$ cat src/inc/ser_consts.svh
// constants of the status event reporting block: presets, queue depth, listing sizes
`ifndef SER_CONSTS_SVH
`define SER_CONSTS_SVH

// preset values of masks and transition filters
`define SER_MASK_PRESET   16'h0000
`define SER_RISE_PRESET   15'h7FFF
`define SER_FALL_PRESET   15'h0000

// error queue
`define SER_QUEUE_DEPTH   5'h1E
`define SER_QUEUE_AW      5

// command listing block: payload length and count of its length digits
`define SER_LIST_LEN      7'h45
`define SER_LIST_NDIG     4'h2

// ascii characters used in responses
`define SER_CH_PLUS       8'h2B
`define SER_CH_MINUS      8'h2D
`define SER_CH_COMMA      8'h2C
`define SER_CH_QUOTE      8'h22
`define SER_CH_HASH       8'h23
`define SER_CH_ZERO       8'h30

`endif

$ cat src/inc/ser_pkg.sv
// types of the status event reporting block: command codes and response states
package ser_pkg;

  typedef enum logic [3:0] {
    SER_OP_COND_Q  = 4'h0,
    SER_OP_EVENT_Q = 4'h1,
    SER_OP_MASK_W  = 4'h2,
    SER_OP_MASK_Q  = 4'h3,
    SER_OP_RISE_W  = 4'h4,
    SER_OP_RISE_Q  = 4'h5,
    SER_OP_FALL_W  = 4'h6,
    SER_OP_FALL_Q  = 4'h7,
    SER_OP_PRESET  = 4'h8,
    SER_OP_CLEAR   = 4'h9,
    SER_OP_ERR_Q   = 4'hA,
    SER_OP_LIST_Q  = 4'hB
  } ser_op_e;

  typedef enum logic [3:0] {
    SER_ST_IDLE  = 4'h0,
    SER_ST_FETCH = 4'h1,
    SER_ST_SIGN  = 4'h2,
    SER_ST_HUND  = 4'h3,
    SER_ST_TENS  = 4'h4,
    SER_ST_ONES  = 4'h5,
    SER_ST_COMMA = 4'h6,
    SER_ST_OPENQ = 4'h7,
    SER_ST_TEXT  = 4'h8,
    SER_ST_CLOSQ = 4'h9,
    SER_ST_LHASH = 4'hA,
    SER_ST_LNDIG = 4'hB,
    SER_ST_LDIG1 = 4'hC,
    SER_ST_LDIG2 = 4'hD,
    SER_ST_LBODY = 4'hE
  } ser_state_e;

endpackage

$ cat src/logic/ser_err_mem.sv
// storage of the error queue: one entry per word, registered read data
`timescale 1ns/100ps
`include "ser_consts.svh"

module ser_err_mem (
  input  wire logic                     clk_sys,
  input  wire logic                     wr_en,
  input  wire logic [`SER_QUEUE_AW-1:0] wr_addr,
  input  wire logic [11:0]              wr_data,
  input  wire logic [`SER_QUEUE_AW-1:0] rd_addr,
  output logic      [11:0]              rd_data
);

  logic [11:0] mem [0:(1<<`SER_QUEUE_AW)-1];

  always_ff @(posedge clk_sys) begin
    if (wr_en) begin
      mem[wr_addr] <= wr_data;
    end
  end

  always_ff @(posedge clk_sys) begin
    rd_data <= mem[rd_addr];
  end

endmodule

$ cat src/logic/ser_status_core.sv
// status event reporting: condition filters, event latches, summary bits, error queue, listing
`timescale 1ns/100ps
`include "ser_consts.svh"

module ser_status_core (
  input  wire logic              clk_sys,
  input  wire logic              sys_rst,
  input  wire logic              cmd_valid,
  output logic                   cmd_ready,
  input  wire ser_pkg::ser_op_e  cmd_op,
  input  wire logic              cmd_grp,
  input  wire logic [15:0]       cmd_data,
  output logic                   rsp_valid,
  output logic      [15:0]       rsp_value,
  output logic                   txt_valid,
  output logic      [7:0]        txt_byte,
  output logic                   txt_last,
  input  wire logic              txt_ready,
  input  wire logic [14:0]       cond_oper,
  input  wire logic [14:0]       cond_ques,
  input  wire logic              err_push,
  input  wire logic [9:0]        err_code,
  input  wire logic [1:0]        err_text,
  output logic                   stb_sum_ques,
  output logic                   stb_sum_oper,
  output logic      [4:0]        err_count
);
  import ser_pkg::*;

  // ----------------------------------------------------------------
  // response texts
  // ----------------------------------------------------------------
  localparam logic [127:0] TXT_NONE  = "No errors";
  localparam logic [127:0] TXT_UNDEF = "Undefined header";
  localparam logic [127:0] TXT_OVER  = "Queue overflow";
  localparam logic [127:0] TXT_DEV   = "Device error";

  localparam logic [8*`SER_LIST_LEN-1:0] LIST_TEXT = {
    ":STAT:PRES/nquery/\n",
    ":SYST:ERR?/qonly/\n",
    ":SYST:LIST?/qonly/\n",
    "*CLS/nquery/\n"
  };

  function automatic logic [4:0] text_len(input logic [1:0] id);
    logic [4:0] n;
    n = 5'h09;
    unique case (id)
      2'h0: n = 5'h09;
      2'h1: n = 5'h10;
      2'h2: n = 5'h0E;
      2'h3: n = 5'h0C;
    endcase
    return n;
  endfunction

  // texts are right-justified in their vectors, so index from the low end
  function automatic logic [7:0] text_char(input logic [1:0] id, input logic [6:0] pos);
    logic [127:0] s;
    int           base;
    s = TXT_NONE;
    unique case (id)
      2'h0: s = TXT_NONE;
      2'h1: s = TXT_UNDEF;
      2'h2: s = TXT_OVER;
      2'h3: s = TXT_DEV;
    endcase
    base = (int'(text_len(id)) - 1 - int'(pos)) * 8;
    return s[base +: 8];
  endfunction

  function automatic logic [7:0] list_char(input logic [6:0] pos);
    int base;
    base = (int'(`SER_LIST_LEN) - 1 - int'(pos)) * 8;
    return LIST_TEXT[base +: 8];
  endfunction

  // ----------------------------------------------------------------
  // command decode
  // ----------------------------------------------------------------
  ser_state_e  st;
  ser_state_e  next_st;
  logic        take;
  logic        is_preset;
  logic        is_clear;
  logic [14:0] cond_now  [2];
  logic [14:0] cond_prev [2];
  logic [14:0] ev        [2];
  logic [14:0] next_ev   [2];
  logic [15:0] mask      [2];
  logic [14:0] rise      [2];
  logic [14:0] fall      [2];

  assign cmd_ready   = (st == SER_ST_IDLE);
  assign take        = cmd_valid && cmd_ready;
  assign is_preset   = take && (cmd_op == SER_OP_PRESET);
  assign is_clear    = take && (cmd_op == SER_OP_CLEAR);
  assign cond_now[0] = cond_oper;
  assign cond_now[1] = cond_ques;

  // ----------------------------------------------------------------
  // condition edges and event latches
  // ----------------------------------------------------------------
  // group 0 is operation, group 1 questionable
  always_ff @(posedge clk_sys) begin
    for (int g = 0; g < 2; g++) begin
      cond_prev[g] <= cond_now[g];
    end
  end

  // a new event in the clearing cycle survives the clear
  always_comb begin
    for (int g = 0; g < 2; g++) begin
      logic [14:0] set_bits;
      logic        clr;
      set_bits = (~cond_prev[g] & cond_now[g] & rise[g])
               | (cond_prev[g] & ~cond_now[g] & fall[g]);
      clr = is_clear
          || (take && (cmd_op == SER_OP_EVENT_Q) && (cmd_grp == g[0]));
      next_ev[g] = (clr ? 15'h0000 : ev[g]) | set_bits;
    end
  end

  always_ff @(posedge clk_sys) begin
    for (int g = 0; g < 2; g++) begin
      if (sys_rst) begin
        ev[g] <= 15'h0000;
      end else begin
        ev[g] <= next_ev[g];
      end
    end
  end

  // ----------------------------------------------------------------
  // masks and transition filters
  // ----------------------------------------------------------------
  always_ff @(posedge clk_sys) begin
    for (int g = 0; g < 2; g++) begin
      if (sys_rst || is_preset) begin
        mask[g] <= `SER_MASK_PRESET;
        rise[g] <= `SER_RISE_PRESET;
        fall[g] <= `SER_FALL_PRESET;
      end else if (take && (cmd_grp == g[0])) begin
        if (cmd_op == SER_OP_MASK_W) begin
          mask[g] <= cmd_data;
        end
        // the top bit is dropped, any 16-bit value is taken
        if (cmd_op == SER_OP_RISE_W) begin
          rise[g] <= cmd_data[14:0];
        end
        if (cmd_op == SER_OP_FALL_W) begin
          fall[g] <= cmd_data[14:0];
        end
      end
    end
  end

  // ----------------------------------------------------------------
  // status byte summaries
  // ----------------------------------------------------------------
  logic [15:0] next_mask [2];

  // summaries follow a mask written in the same cycle, so a preset drops them at once
  always_comb begin
    for (int g = 0; g < 2; g++) begin
      next_mask[g] = mask[g];
      if (is_preset) begin
        next_mask[g] = `SER_MASK_PRESET;
      end else if (take && (cmd_grp == g[0]) && (cmd_op == SER_OP_MASK_W)) begin
        next_mask[g] = cmd_data;
      end
    end
  end

  always_ff @(posedge clk_sys) begin
    if (sys_rst) begin
      stb_sum_oper <= 1'b0;
      stb_sum_ques <= 1'b0;
    end else begin
      stb_sum_oper <= |(next_ev[0] & next_mask[0][14:0]);
      stb_sum_ques <= |(next_ev[1] & next_mask[1][14:0]);
    end
  end

  // ----------------------------------------------------------------
  // numeric query answers
  // ----------------------------------------------------------------
  always_ff @(posedge clk_sys) begin
    if (sys_rst) begin
      rsp_valid <= 1'b0;
      rsp_value <= 16'h0000;
    end else begin
      rsp_valid <= 1'b0;
      if (take) begin
        unique case (cmd_op)
          SER_OP_COND_Q: begin
            rsp_valid <= 1'b1;
            rsp_value <= {1'b0, cond_now[cmd_grp]};
          end
          SER_OP_EVENT_Q: begin
            rsp_valid <= 1'b1;
            rsp_value <= {1'b0, ev[cmd_grp]};
          end
          SER_OP_MASK_Q: begin
            rsp_valid <= 1'b1;
            rsp_value <= mask[cmd_grp];
          end
          SER_OP_RISE_Q: begin
            rsp_valid <= 1'b1;
            rsp_value <= {1'b0, rise[cmd_grp]};
          end
          SER_OP_FALL_Q: begin
            rsp_valid <= 1'b1;
            rsp_value <= {1'b0, fall[cmd_grp]};
          end
          default: begin
            rsp_valid <= 1'b0;
          end
        endcase
      end
    end
  end

  // ----------------------------------------------------------------
  // error queue
  // ----------------------------------------------------------------
  logic [4:0]  q_head;
  logic [4:0]  q_tail;
  logic        q_pop;
  logic        q_push;
  logic [4:0]  wr_addr;
  logic [11:0] mem_rd;
  logic        empty_flag;

  // when full a new error is dropped unless a pop or a clear frees room that cycle
  assign q_pop   = take && (cmd_op == SER_OP_ERR_Q) && (err_count != 5'h00);
  assign q_push  = err_push && (is_clear || q_pop || (err_count != `SER_QUEUE_DEPTH));
  assign wr_addr = is_clear ? 5'h00 : q_tail;

  function automatic logic [4:0] q_inc(input logic [4:0] p);
    return (p == `SER_QUEUE_DEPTH - 5'h01) ? 5'h00 : p + 5'h01;
  endfunction

  always_ff @(posedge clk_sys) begin
    if (sys_rst) begin
      q_head    <= 5'h00;
      q_tail    <= 5'h00;
      err_count <= 5'h00;
    end else if (is_clear) begin
      // an error arriving during the clear is kept
      q_head    <= 5'h00;
      q_tail    <= q_push ? 5'h01 : 5'h00;
      err_count <= q_push ? 5'h01 : 5'h00;
    end else begin
      if (q_pop) begin
        q_head <= q_inc(q_head);
      end
      if (q_push) begin
        q_tail <= q_inc(q_tail);
      end
      err_count <= err_count + (q_push ? 5'h01 : 5'h00) - (q_pop ? 5'h01 : 5'h00);
    end
  end

  ser_err_mem u_mem (
    .clk_sys (clk_sys),
    .wr_en   (q_push),
    .wr_addr (wr_addr),
    .wr_data ({err_text, err_code}),
    .rd_addr (q_head),
    .rd_data (mem_rd)
  );

  // ----------------------------------------------------------------
  // text answer sequencer
  // ----------------------------------------------------------------
  logic [6:0]  idx;
  logic [6:0]  next_idx;
  logic [9:0]  ent_code;
  logic [1:0]  ent_text;
  logic [9:0]  eff_code;
  logic [1:0]  eff_text;
  logic [9:0]  mag;
  logic [3:0]  dig_h;
  logic [3:0]  dig_t;
  logic [3:0]  dig_o;
  logic        adv;
  logic [7:0]  next_byte;

  // the entry is read straight from memory in the fetch cycle
  assign eff_code = (st == SER_ST_FETCH) ? (empty_flag ? 10'h000 : mem_rd[9:0]) : ent_code;
  assign eff_text = (st == SER_ST_FETCH) ? (empty_flag ? 2'h0 : mem_rd[11:10]) : ent_text;
  assign mag      = eff_code[9] ? 10'(-eff_code) : eff_code;
  assign dig_h    = 4'(mag / 10'h064);
  assign dig_t    = 4'((mag / 10'h00A) % 10'h00A);
  assign dig_o    = 4'(mag % 10'h00A);
  assign adv      = txt_valid && txt_ready;

  always_ff @(posedge clk_sys) begin
    if (sys_rst) begin
      empty_flag <= 1'b1;
      ent_code   <= 10'h000;
      ent_text   <= 2'h0;
    end else begin
      if (take && (cmd_op == SER_OP_ERR_Q)) begin
        empty_flag <= (err_count == 5'h00);
      end
      if (st == SER_ST_FETCH) begin
        ent_code <= eff_code;
        ent_text <= eff_text;
      end
    end
  end

  always_comb begin
    next_st  = st;
    next_idx = idx;
    unique case (st)
      SER_ST_IDLE: begin
        if (take && (cmd_op == SER_OP_ERR_Q)) begin
          next_st = SER_ST_FETCH;
        end else if (take && (cmd_op == SER_OP_LIST_Q)) begin
          next_st = SER_ST_LHASH;
        end
      end
      SER_ST_FETCH: next_st = SER_ST_SIGN;
      SER_ST_SIGN: begin
        if (adv) begin
          // leading zeros of the code are suppressed
          next_st = (dig_h != 4'h0) ? SER_ST_HUND : ((dig_t != 4'h0) ? SER_ST_TENS : SER_ST_ONES);
        end
      end
      SER_ST_HUND:  if (adv) next_st = SER_ST_TENS;
      SER_ST_TENS:  if (adv) next_st = SER_ST_ONES;
      SER_ST_ONES:  if (adv) next_st = SER_ST_COMMA;
      SER_ST_COMMA: if (adv) next_st = SER_ST_OPENQ;
      SER_ST_OPENQ: begin
        if (adv) begin
          next_st  = SER_ST_TEXT;
          next_idx = 7'h00;
        end
      end
      SER_ST_TEXT: begin
        if (adv) begin
          if (idx == 7'({2'h0, text_len(ent_text)} - 7'h01)) begin
            next_st = SER_ST_CLOSQ;
          end else begin
            next_idx = idx + 7'h01;
          end
        end
      end
      SER_ST_CLOSQ: if (adv) next_st = SER_ST_IDLE;
      SER_ST_LHASH: if (adv) next_st = SER_ST_LNDIG;
      SER_ST_LNDIG: if (adv) next_st = SER_ST_LDIG1;
      SER_ST_LDIG1: if (adv) next_st = SER_ST_LDIG2;
      SER_ST_LDIG2: begin
        if (adv) begin
          next_st  = SER_ST_LBODY;
          next_idx = 7'h00;
        end
      end
      SER_ST_LBODY: begin
        if (adv) begin
          if (idx == `SER_LIST_LEN - 7'h01) begin
            next_st = SER_ST_IDLE;
          end else begin
            next_idx = idx + 7'h01;
          end
        end
      end
      default: next_st = SER_ST_IDLE;
    endcase
  end

  // byte for the state being entered, so the data output is a register
  always_comb begin
    next_byte = 8'h00;
    unique case (next_st)
      SER_ST_SIGN:  next_byte = eff_code[9] ? `SER_CH_MINUS : `SER_CH_PLUS;
      SER_ST_HUND:  next_byte = `SER_CH_ZERO + {4'h0, dig_h};
      SER_ST_TENS:  next_byte = `SER_CH_ZERO + {4'h0, dig_t};
      SER_ST_ONES:  next_byte = `SER_CH_ZERO + {4'h0, dig_o};
      SER_ST_COMMA: next_byte = `SER_CH_COMMA;
      SER_ST_OPENQ: next_byte = `SER_CH_QUOTE;
      SER_ST_TEXT:  next_byte = text_char(ent_text, next_idx);
      SER_ST_CLOSQ: next_byte = `SER_CH_QUOTE;
      SER_ST_LHASH: next_byte = `SER_CH_HASH;
      SER_ST_LNDIG: next_byte = `SER_CH_ZERO + {4'h0, `SER_LIST_NDIG};
      SER_ST_LDIG1: next_byte = `SER_CH_ZERO + {1'b0, 7'(`SER_LIST_LEN / 7'h0A)};
      SER_ST_LDIG2: next_byte = `SER_CH_ZERO + {1'b0, 7'(`SER_LIST_LEN % 7'h0A)};
      SER_ST_LBODY: next_byte = list_char(next_idx);
      default:      next_byte = 8'h00;
    endcase
  end

  always_ff @(posedge clk_sys) begin
    if (sys_rst) begin
      st        <= SER_ST_IDLE;
      idx       <= 7'h00;
      txt_valid <= 1'b0;
      txt_byte  <= 8'h00;
      txt_last  <= 1'b0;
    end else begin
      st        <= next_st;
      idx       <= next_idx;
      txt_valid <= (next_st != SER_ST_IDLE) && (next_st != SER_ST_FETCH);
      txt_byte  <= next_byte;
      txt_last  <= (next_st == SER_ST_CLOSQ)
                || ((next_st == SER_ST_LBODY) && (next_idx == `SER_LIST_LEN - 7'h01));
    end
  end

endmodule

$ cat config.mk
export PLATFORM = sky130hd
export DESIGN_NAME = ser_status_core
export DESIGN_NICKNAME = d
export VERILOG_FILES = /design/src/inc/ser_pkg.sv /design/src/logic/ser_err_mem.sv /design/src/logic/ser_status_core.sv
export VERILOG_INCLUDE_DIRS = /design/src /design/src/inc
export SDC_FILE = /design/constraint.sdc
export NUM_CORES = 1
export LEC_CHECK = 0
export BUFFER_PORTS_ARGS = -buffer_cell sky130_fd_sc_hd__clkbuf_2
export CORE_UTILIZATION = 50
export DETAILED_ROUTE_END_ITERATION = 7
export GPL_ROUTABILITY_DRIVEN = 0
export PLACE_DENSITY = 0.67
export SYNTH_ARGS = -nofsm -noshare
export SYNTH_HDL_FRONTEND = slang
export SYNTH_SLANG_ARGS = --single-unit
$ cat constraint.sdc
create_clock -name clk_sys -period 7 [get_ports clk_sys]
set_clock_uncertainty 0.1 [all_clocks]
set_input_delay 0 -clock clk_sys [delete_from_list [all_inputs] [get_ports clk_sys]]
set_output_delay 0 -clock clk_sys [all_outputs]
set_load 0.01 [all_outputs]
==> results by group, run 1 <==
Setup path
  – Crit Path Category: reg2reg
  – Sum of buffers and inverters on the critical path: 2
  – Worst EP required: 7.37 ns
  – Worst setup EP type: register
  – Slowest cell on crit path: o31ai_2
  – Crit-path max FO: 18
  – CP top delay family: compound AO/OA/AOI/OAI gates
  – CP arrival: 6.96 ns
  – Slowest stage delay, CP: 0.63 ns
  – Most used cell, CP: ha_1
  – Startpoint class of the critical path: register

Worst hold path
  – Worst hold path type: in2reg

Finish
  – # fillers: 4519
  – Non-Filler Instances: 3243
  – Area growth syn-to-layout: 14.3%
  – Nets@finish: 2537
  – Commonest non-fill, non-tap cell in the layout: edfxtp_1
  – Commonest cells after routing, fill and taps aside: 476 x edfxtp_1, 190 x nor2_1, 188 x nand2_1
  – Final Util: 58.3%
  – Share of layout cells above drive strength 1: 17.5%

Place
  – Placed instance count: 3040
  – Port Buf Inserts: 101
  – Place WS: 0.214 ns
  – Post-detail-place hpwl: 46.4 mm

Pwr
  – VDD IR-drop max: 0.228 mV
  – PD cells: 236 mW/mm²
  – Pwr Total: 7.82 mW
  – Pleak: 11.2 nW

Synth
  – Number of flops mapped to enable cells by yosys: 476
  – Post-synthesis compound-gate area fraction: 12.3%
  – Sequential fraction of the synthesis area: 58.9%
  – Simple-gate share of the synthesized area: 12.1%
  – Main combinational cell family by area after synthesis: compound AO/OA/AOI/OAI gates
  – Ys flop type: edfxtp_1
  – Synth Area in XOR/XNOR: 1.47%
  – Ys Warns: 0
  – Mapped Area: 0.0290 mm²
  – Area leader, netlist: edfxtp_1
  – Avg Inst Size Synth: 12.7 µm²
  – Adder-cell share of the synthesized area: 1.59%
  – Synth area leaders: edfxtp_1 49%, dfxtp_1 9.6%, mux4_2 9.3%, nor2_1 2.5%, nand2_1 2.4%
  – Synthesized Nets: 2383
  – Synth cell types: 98
  – Cells after Synth: 2281
  – Area share of the largest cell type after synthesis: 49.3%
  – Synth Register Bits: 615
  – Synth async-reset ratio: 0%
  – Post-synthesis mux area share: 11.1%

STA
  – Rel. slew slack: 16.0%
  – Tcrit/Tclk final: 94.1%
  – Count of final hold-check violations: 0
  – Worst slew pin tran: 1.25 ns
  – RSZ-0062 raised after global routing: no
  – Max-slew violations: 0
  – Setup violations, final: 0
  – Crit path time final: 6.59 ns
  – Setup ws final: 0.414 ns
  – FMAX: 152 MHz
  – Setup TNS Final: 0 ns

Die
  – # IOs: 103
  – Die height: 243 µm
  – Core area: 0.0568 mm²
  – Die area: 0.0589 mm²
  – Starting density of the core: 51.0%
  – DIE WIDTH: 243 µm
  – # rows: 87

Routing
  – Routed WL: 72.7 mm
  – Drt first pass iters: 8
  – DR WL/cell: 22.4 µm
  – DRC viols: 1
  – Vias: 20.3k
  – Initial detailed-routing violation count: 2344
  – Antenna-violating nets left: 0
  – Via density: 6.27

Clocking
  – CTS H-tree depth: 2
  – Clock sink count: 615
  – CTS max path bufs: 3
  – Clk slew on worst S/H paths: 0.06 ns
  – CTS tree: built
  – CTS root buf: clkbuf_16
  – TritonCTS Buffers: 60
  – Worst-Skew Late Latency: 0.63 ns

Global route
  – Global route total overflow: 0
  – Initial antenna violation count: 1
  – Number of global-route vias before repair: 19.7k
  – GRT Overall Usage: 24.4%
  – First-pass GRT wire length: 113 mm
  – Largest net degree at the start of global routing: 77

Outcome
  – Status: complete, but fails checks
  – Failing checks: design-rule violations

Run
  – Total of max-cap violations: 0
-- where the power goes --
group / internal (mW) / switching, mW / leakage, nW
clock: 1.89 / 1.36 / 0.974
sequential: 4.00 / 0.0551 / 5.46
combinational: 0.204 / 0.302 / 4.73
-- sequential cells by signal, indices dropped and copies added, names as in the netlist, 2 cells and up --
register,flops
rise,30
u_mem.rd_data,12
mask,32
ent_code,10
idx,7
err_count,5
q_head,5
q_tail,5
cond_prev,30
u_mem.mem,384
ev,30
ent_text,2
rsp_value,16
txt_byte,7
st,4
fall,30
-- layout make-up --
cell class / instances / area (µm²) / area share [%]
Sequential cell: 615 / 17100 / 51.6
Multi-Input combinational cell: 1486 / 11300 / 34.0
Clock buffer: 85 / 1680 / 5.07
Timing Repair Buffer: 227 / 1660 / 5.02
Tap cell: 756 / 946 / 2.86
Clock inverter: 28 / 310 / 0.937
Inverter: 45 / 169 / 0.510
Antenna cell: 1 / 2.50 / 0.00756
-- repair_timing --
| action | CTS | global route |
|---|---|---|
| resized for setup | 0 | 5 |
| setup buffers | 0 | 4 |
| setup endpoints to repair | 0 | 8 |
| endpoints found under the hold margin | 397 | 0 |
| hold buffers | 85 | 0 |
-- stage by stage --
stage | area [µm²] | hold WS [ns]
6_report | 33100 | 0.00657
5_1_grt | 33100 | 0.0190
4_1_cts | 33100 | 0.00222
3_5_place_dp | 30200 | 0.0521
3_3_place_gp | 30200 | 0.0480
2_1_floorplan | 29000 | -0.0723
-- cells by family (layout without fill, tap and decap cells) --
group | Yosys count | count (layout)
other | 1 | 2
XOR/XNOR | 47 | 47
adder cells (fa/ha/maj) | 36 | 36
AND/OR/NAND/NOR | 710 | 710
buffers and inverters | 180 | 385
AO/OA/AOI/OAI | 522 | 522
multiplexers | 170 | 170
flip-flops | 615 | 615
-- synthesized netlist by cell type (15+ instances only) --
| cell type | count |
|---|---|
| o22ai_1 | 53 |
| nand3_1 | 48 |
| xor2_1 | 16 |
| a22oi_1 | 64 |
| edfxtp_1 | 476 |
| clkbuf_1 | 104 |
| nor2_1 | 192 |
| xnor2_1 | 29 |
| mux2i_1 | 33 |
| mux4_2 | 120 |
| nand2_1 | 188 |
| o21ai_0 | 67 |
| nor2b_1 | 24 |
| a21oi_1 | 117 |
| or3_1 | 24 |
| dfxtp_1 | 139 |
| a21o_1 | 16 |
| or2_2 | 25 |
| a31oi_1 | 38 |
| nor4_1 | 15 |
| a211oi_1 | 20 |
| inv_1 | 45 |
| o211ai_1 | 15 |
| nand4_1 | 24 |
| and2_1 | 70 |
| ha_1 | 32 |
| mux2_2 | 17 |
| nor3_1 | 32 |
-- final timing paths --
path,from,to,slack (ns),cells after the start
worst min-delay path,cond_oper[10],cond_prev[0][10],0.007,2
worst max register to register,st[2],txt_byte[4],0.41,25
worst min register to register,rsp_value[9],rsp_value[9],0.36,2
worst max-delay path,st[2],txt_byte[4],0.41,25
-- per-layer routing --
layer  GRT usage (%)  wire length, µm  up-vias
met1            34.2            30700    10044
li1                -                -     9189
met4            7.94             2050        0
met2            38.8            34100      940
met5               0                0        -
met3            4.09             5850      153
Power figures use the tool's default switching activity.
==> inputs of run 2 (changes only) <==
--- a/config.mk
+++ b/config.mk
@@ -8,6 +8,7 @@
 export LEC_CHECK = 0
 export BUFFER_PORTS_ARGS = -buffer_cell sky130_fd_sc_hd__clkbuf_2
 export CORE_UTILIZATION = 50
+export CTS_BUF_LIST = sky130_fd_sc_hd__clkbuf_2 sky130_fd_sc_hd__clkbuf_4 sky130_fd_sc_hd__clkbuf_8
 export DETAILED_ROUTE_END_ITERATION = 7
 export GPL_ROUTABILITY_DRIVEN = 0
 export PLACE_DENSITY = 0.67
==> run 2 against run 1 <==
The run now ends clean. Routed wire length rose by 0.92%. Global-route usage grew 0.29 points. Core utilization grew 0.29 points. Register-to-register slack improved by 0.04 ns. Final cell count increased by 2.5%. Critical path type unchanged. Largest cell class unchanged.
==> results by group, run 2 (same netlist as run 1, synthesis figures left out) <==
Outcome
  – Status: complete, no violations

Worst hold path
  – Worst hold path type: in2reg
  – Hold path cells: 3
  – WHS Endpoint: mask[0][15]
  – Min-delay src: cmd_data[15]

Pwr
  – Pleak: 11.3 nW
  – VDD IR-drop max: 0.171 mV
  – Pwr Total: 7.67 mW
  – PD cells: 230 mW/mm²

STA
  – Setup TNS Final: 0 ns
  – Crit path time final: 6.54 ns
  – Count of final hold-check violations: 0
  – Rel. slew slack: 16.1%
  – Worst slew pin tran: 1.24 ns
  – Final hold slack: 0.0897 ns
  – Tcrit/Tclk final: 93.5%
  – Setup violations, final: 0
  – RSZ-0062 raised after global routing: no
  – Max-slew violations: 0
  – FMAX: 153 MHz

Finish
  – Biggest regs: u_mem.mem (384), mask (32)
  – Multi-input logic area: 0.0113 mm²
  – Final Util: 58.6%
  – Nets@finish: 2589
  – Register name with the most flops: u_mem.mem
  – Antenna cells: 0
  – Commonest cells after routing, fill and taps aside: 476 x edfxtp_1, 190 x nor2_1, 188 x nand2_1
  – Share of layout cells above drive strength 1: 19.8%
  – Area growth syn-to-layout: 14.9%
  – # fillers: 4529
  – Max FFs per register: 384
  – Register area: 0.0171 mm²
  – Commonest non-fill, non-tap cell in the layout: edfxtp_1

Routing
  – Initial detailed-routing violation count: 2253
  – DRC viols: 0
  – DR WL/cell: 22.1 µm
  – Routed WL: 73.4 mm
  – Via density: 6.17
  – Antenna-violating nets left: 0
  – Drt first pass iters: 6
  – Vias: 20.5k

Clocking
  – TritonCTS Buffers: 97
  – CTS tree: built
  – Clk slew on worst S/H paths: 0.07 ns
  – CTS H-tree depth: 3
  – Worst-Skew Late Latency: 0.72 ns
  – CTS root buf: clkbuf_8
  – Clock sink count: 615
  – CTS max path bufs: 3

Setup path
  – Crit-path max FO: 18
  – Startpoint class of the critical path: register
  – CP arrival: 7.02 ns
  – R2r endpoint: txt_byte[4]
  – Flop2flop setup slack: 0.46 ns
  – Worst EP required: 7.48 ns
  – Reg2Reg Depth: 25
  – Crit Path Category: reg2reg
  – Worst setup EP type: register
  – Worst r2r src: st[2]

Global route
  – First-pass GRT wire length: 114 mm
  – Number of global-route vias before repair: 20.1k
  – Largest net degree at the start of global routing: 77
  – Met3 Track Usage GR: 4.59%
  – Met2 Use GR: 39.4%
  – Busiest grt layer: met2
  – Initial antenna violation count: 1
  – Met1 Track Usage GR: 34.1%
  – GRT Overall Usage: 24.7%
  – Global route total overflow: 0

Die
  – Core area: 0.0568 mm²
  – # rows: 87
  – Die area: 0.0589 mm²
  – Die height: 243 µm
  – Starting density of the core: 51.0%
  – DIE WIDTH: 243 µm
  – # IOs: 103

Run
  – Total of max-cap violations: 0

Place
  – Port Buf Inserts: 101
  – Post-detail-place hpwl: 46.4 mm
## run 2: cell count changes in the layout (fill, tap and decap cells not counted), sizes merged
cell / delta
clkinvlp: +1
clkinv: +14
bufinv: -5
inv: -1
clkbuf: +58
dlygate4sd3: +15
diode: -1
## run 2: timing repair
action	4_1_cts	5_1_grt
endpoints found under the hold margin	638	0
setup endpoints to repair	0	8
hold buffers	100	0
setup buffers	0	4
resized for setup	0	4
## run 2: report_power, final
part / total (mW) / switching (mW) / leakage (nW) / internal [mW]
Clock: 3.10 / 1.42 / 1.07 / 1.68
Combinational: 0.514 / 0.304 / 4.80 / 0.210
Sequential: 4.06 / 0.0550 / 5.46 / 4.00
## run 2: worst max path at each step
stage	cells after the start	startpoint	to	slack (ns)
2_1_floorplan	31	st[3]	txt_byte[5]	0.79
3_3_place_gp	25	st[2]	txt_byte[4]	0.38
3_5_place_dp	24	st[2]	txt_byte[4]	0.21
4_1_cts	24	st[2]	txt_byte[4]	0.24
5_1_grt	27	st[2]	txt_byte[3]	0.006
6_report	25	st[2]	txt_byte[4]	0.46
## run 2: metal layers
metal	part of all wire, %	vias to the layer above	wire, µm
met5	0.018	-	13
met1	43	10103	31300
met2	47	961	34500
li1	-	9306	-
met4	2.5	2	1830
met3	7.9	152	5770
## run 2: critical path: stages, from the launching register on
cell	delay, ns
dfxtp_1	0.32
or4b_4	0.59
buf_4	0.23
nor3b_1	0.23
a21oi_1	0.09
ha_1	0.31
o21a_1	0.21
a31o_4	0.28
a31oi_1	0.24
buf_4	0.22
nor2_1	0.09
a21oi_1	0.21
ha_1	0.30
nor3_1	0.23
o22ai_2	0.17
nor3_1	0.20
o21ba_2	0.26
ha_1	0.19
and2_1	0.13
nand4_1	0.16
a21oi_1	0.28
a2111oi_4	0.10
o31ai_2	0.63
mux2_2	0.42
a221oi_2	0.22
nor2_1	0.06
## run 2: cell type report
| cell class | instances | area share (%) |
|---|---|---|
| Sequential cell | 615 | 51.3 |
| Multi-Input combinational cell | 1486 | 33.8 |
| Timing Repair Buffer | 242 | 5.45 |
| Clock buffer | 143 | 5.35 |
| Tap cell | 756 | 2.84 |
| Clock inverter | 37 | 0.684 |
| Inverter | 45 | 0.507 |
## run 2: stage by stage
stage / instances / worst slack, ns / instance area [µm²]
2_1_floorplan: 2281 / 0.792 / 29000
3_3_place_gp: 3040 / 0.383 / 30200
3_5_place_dp: 3040 / 0.214 / 30200
4_1_cts: 3320 / 0.240 / 33200
5_1_grt: 3324 / 0.00555 / 33300
6_report: 3324 / 0.456 / 33300
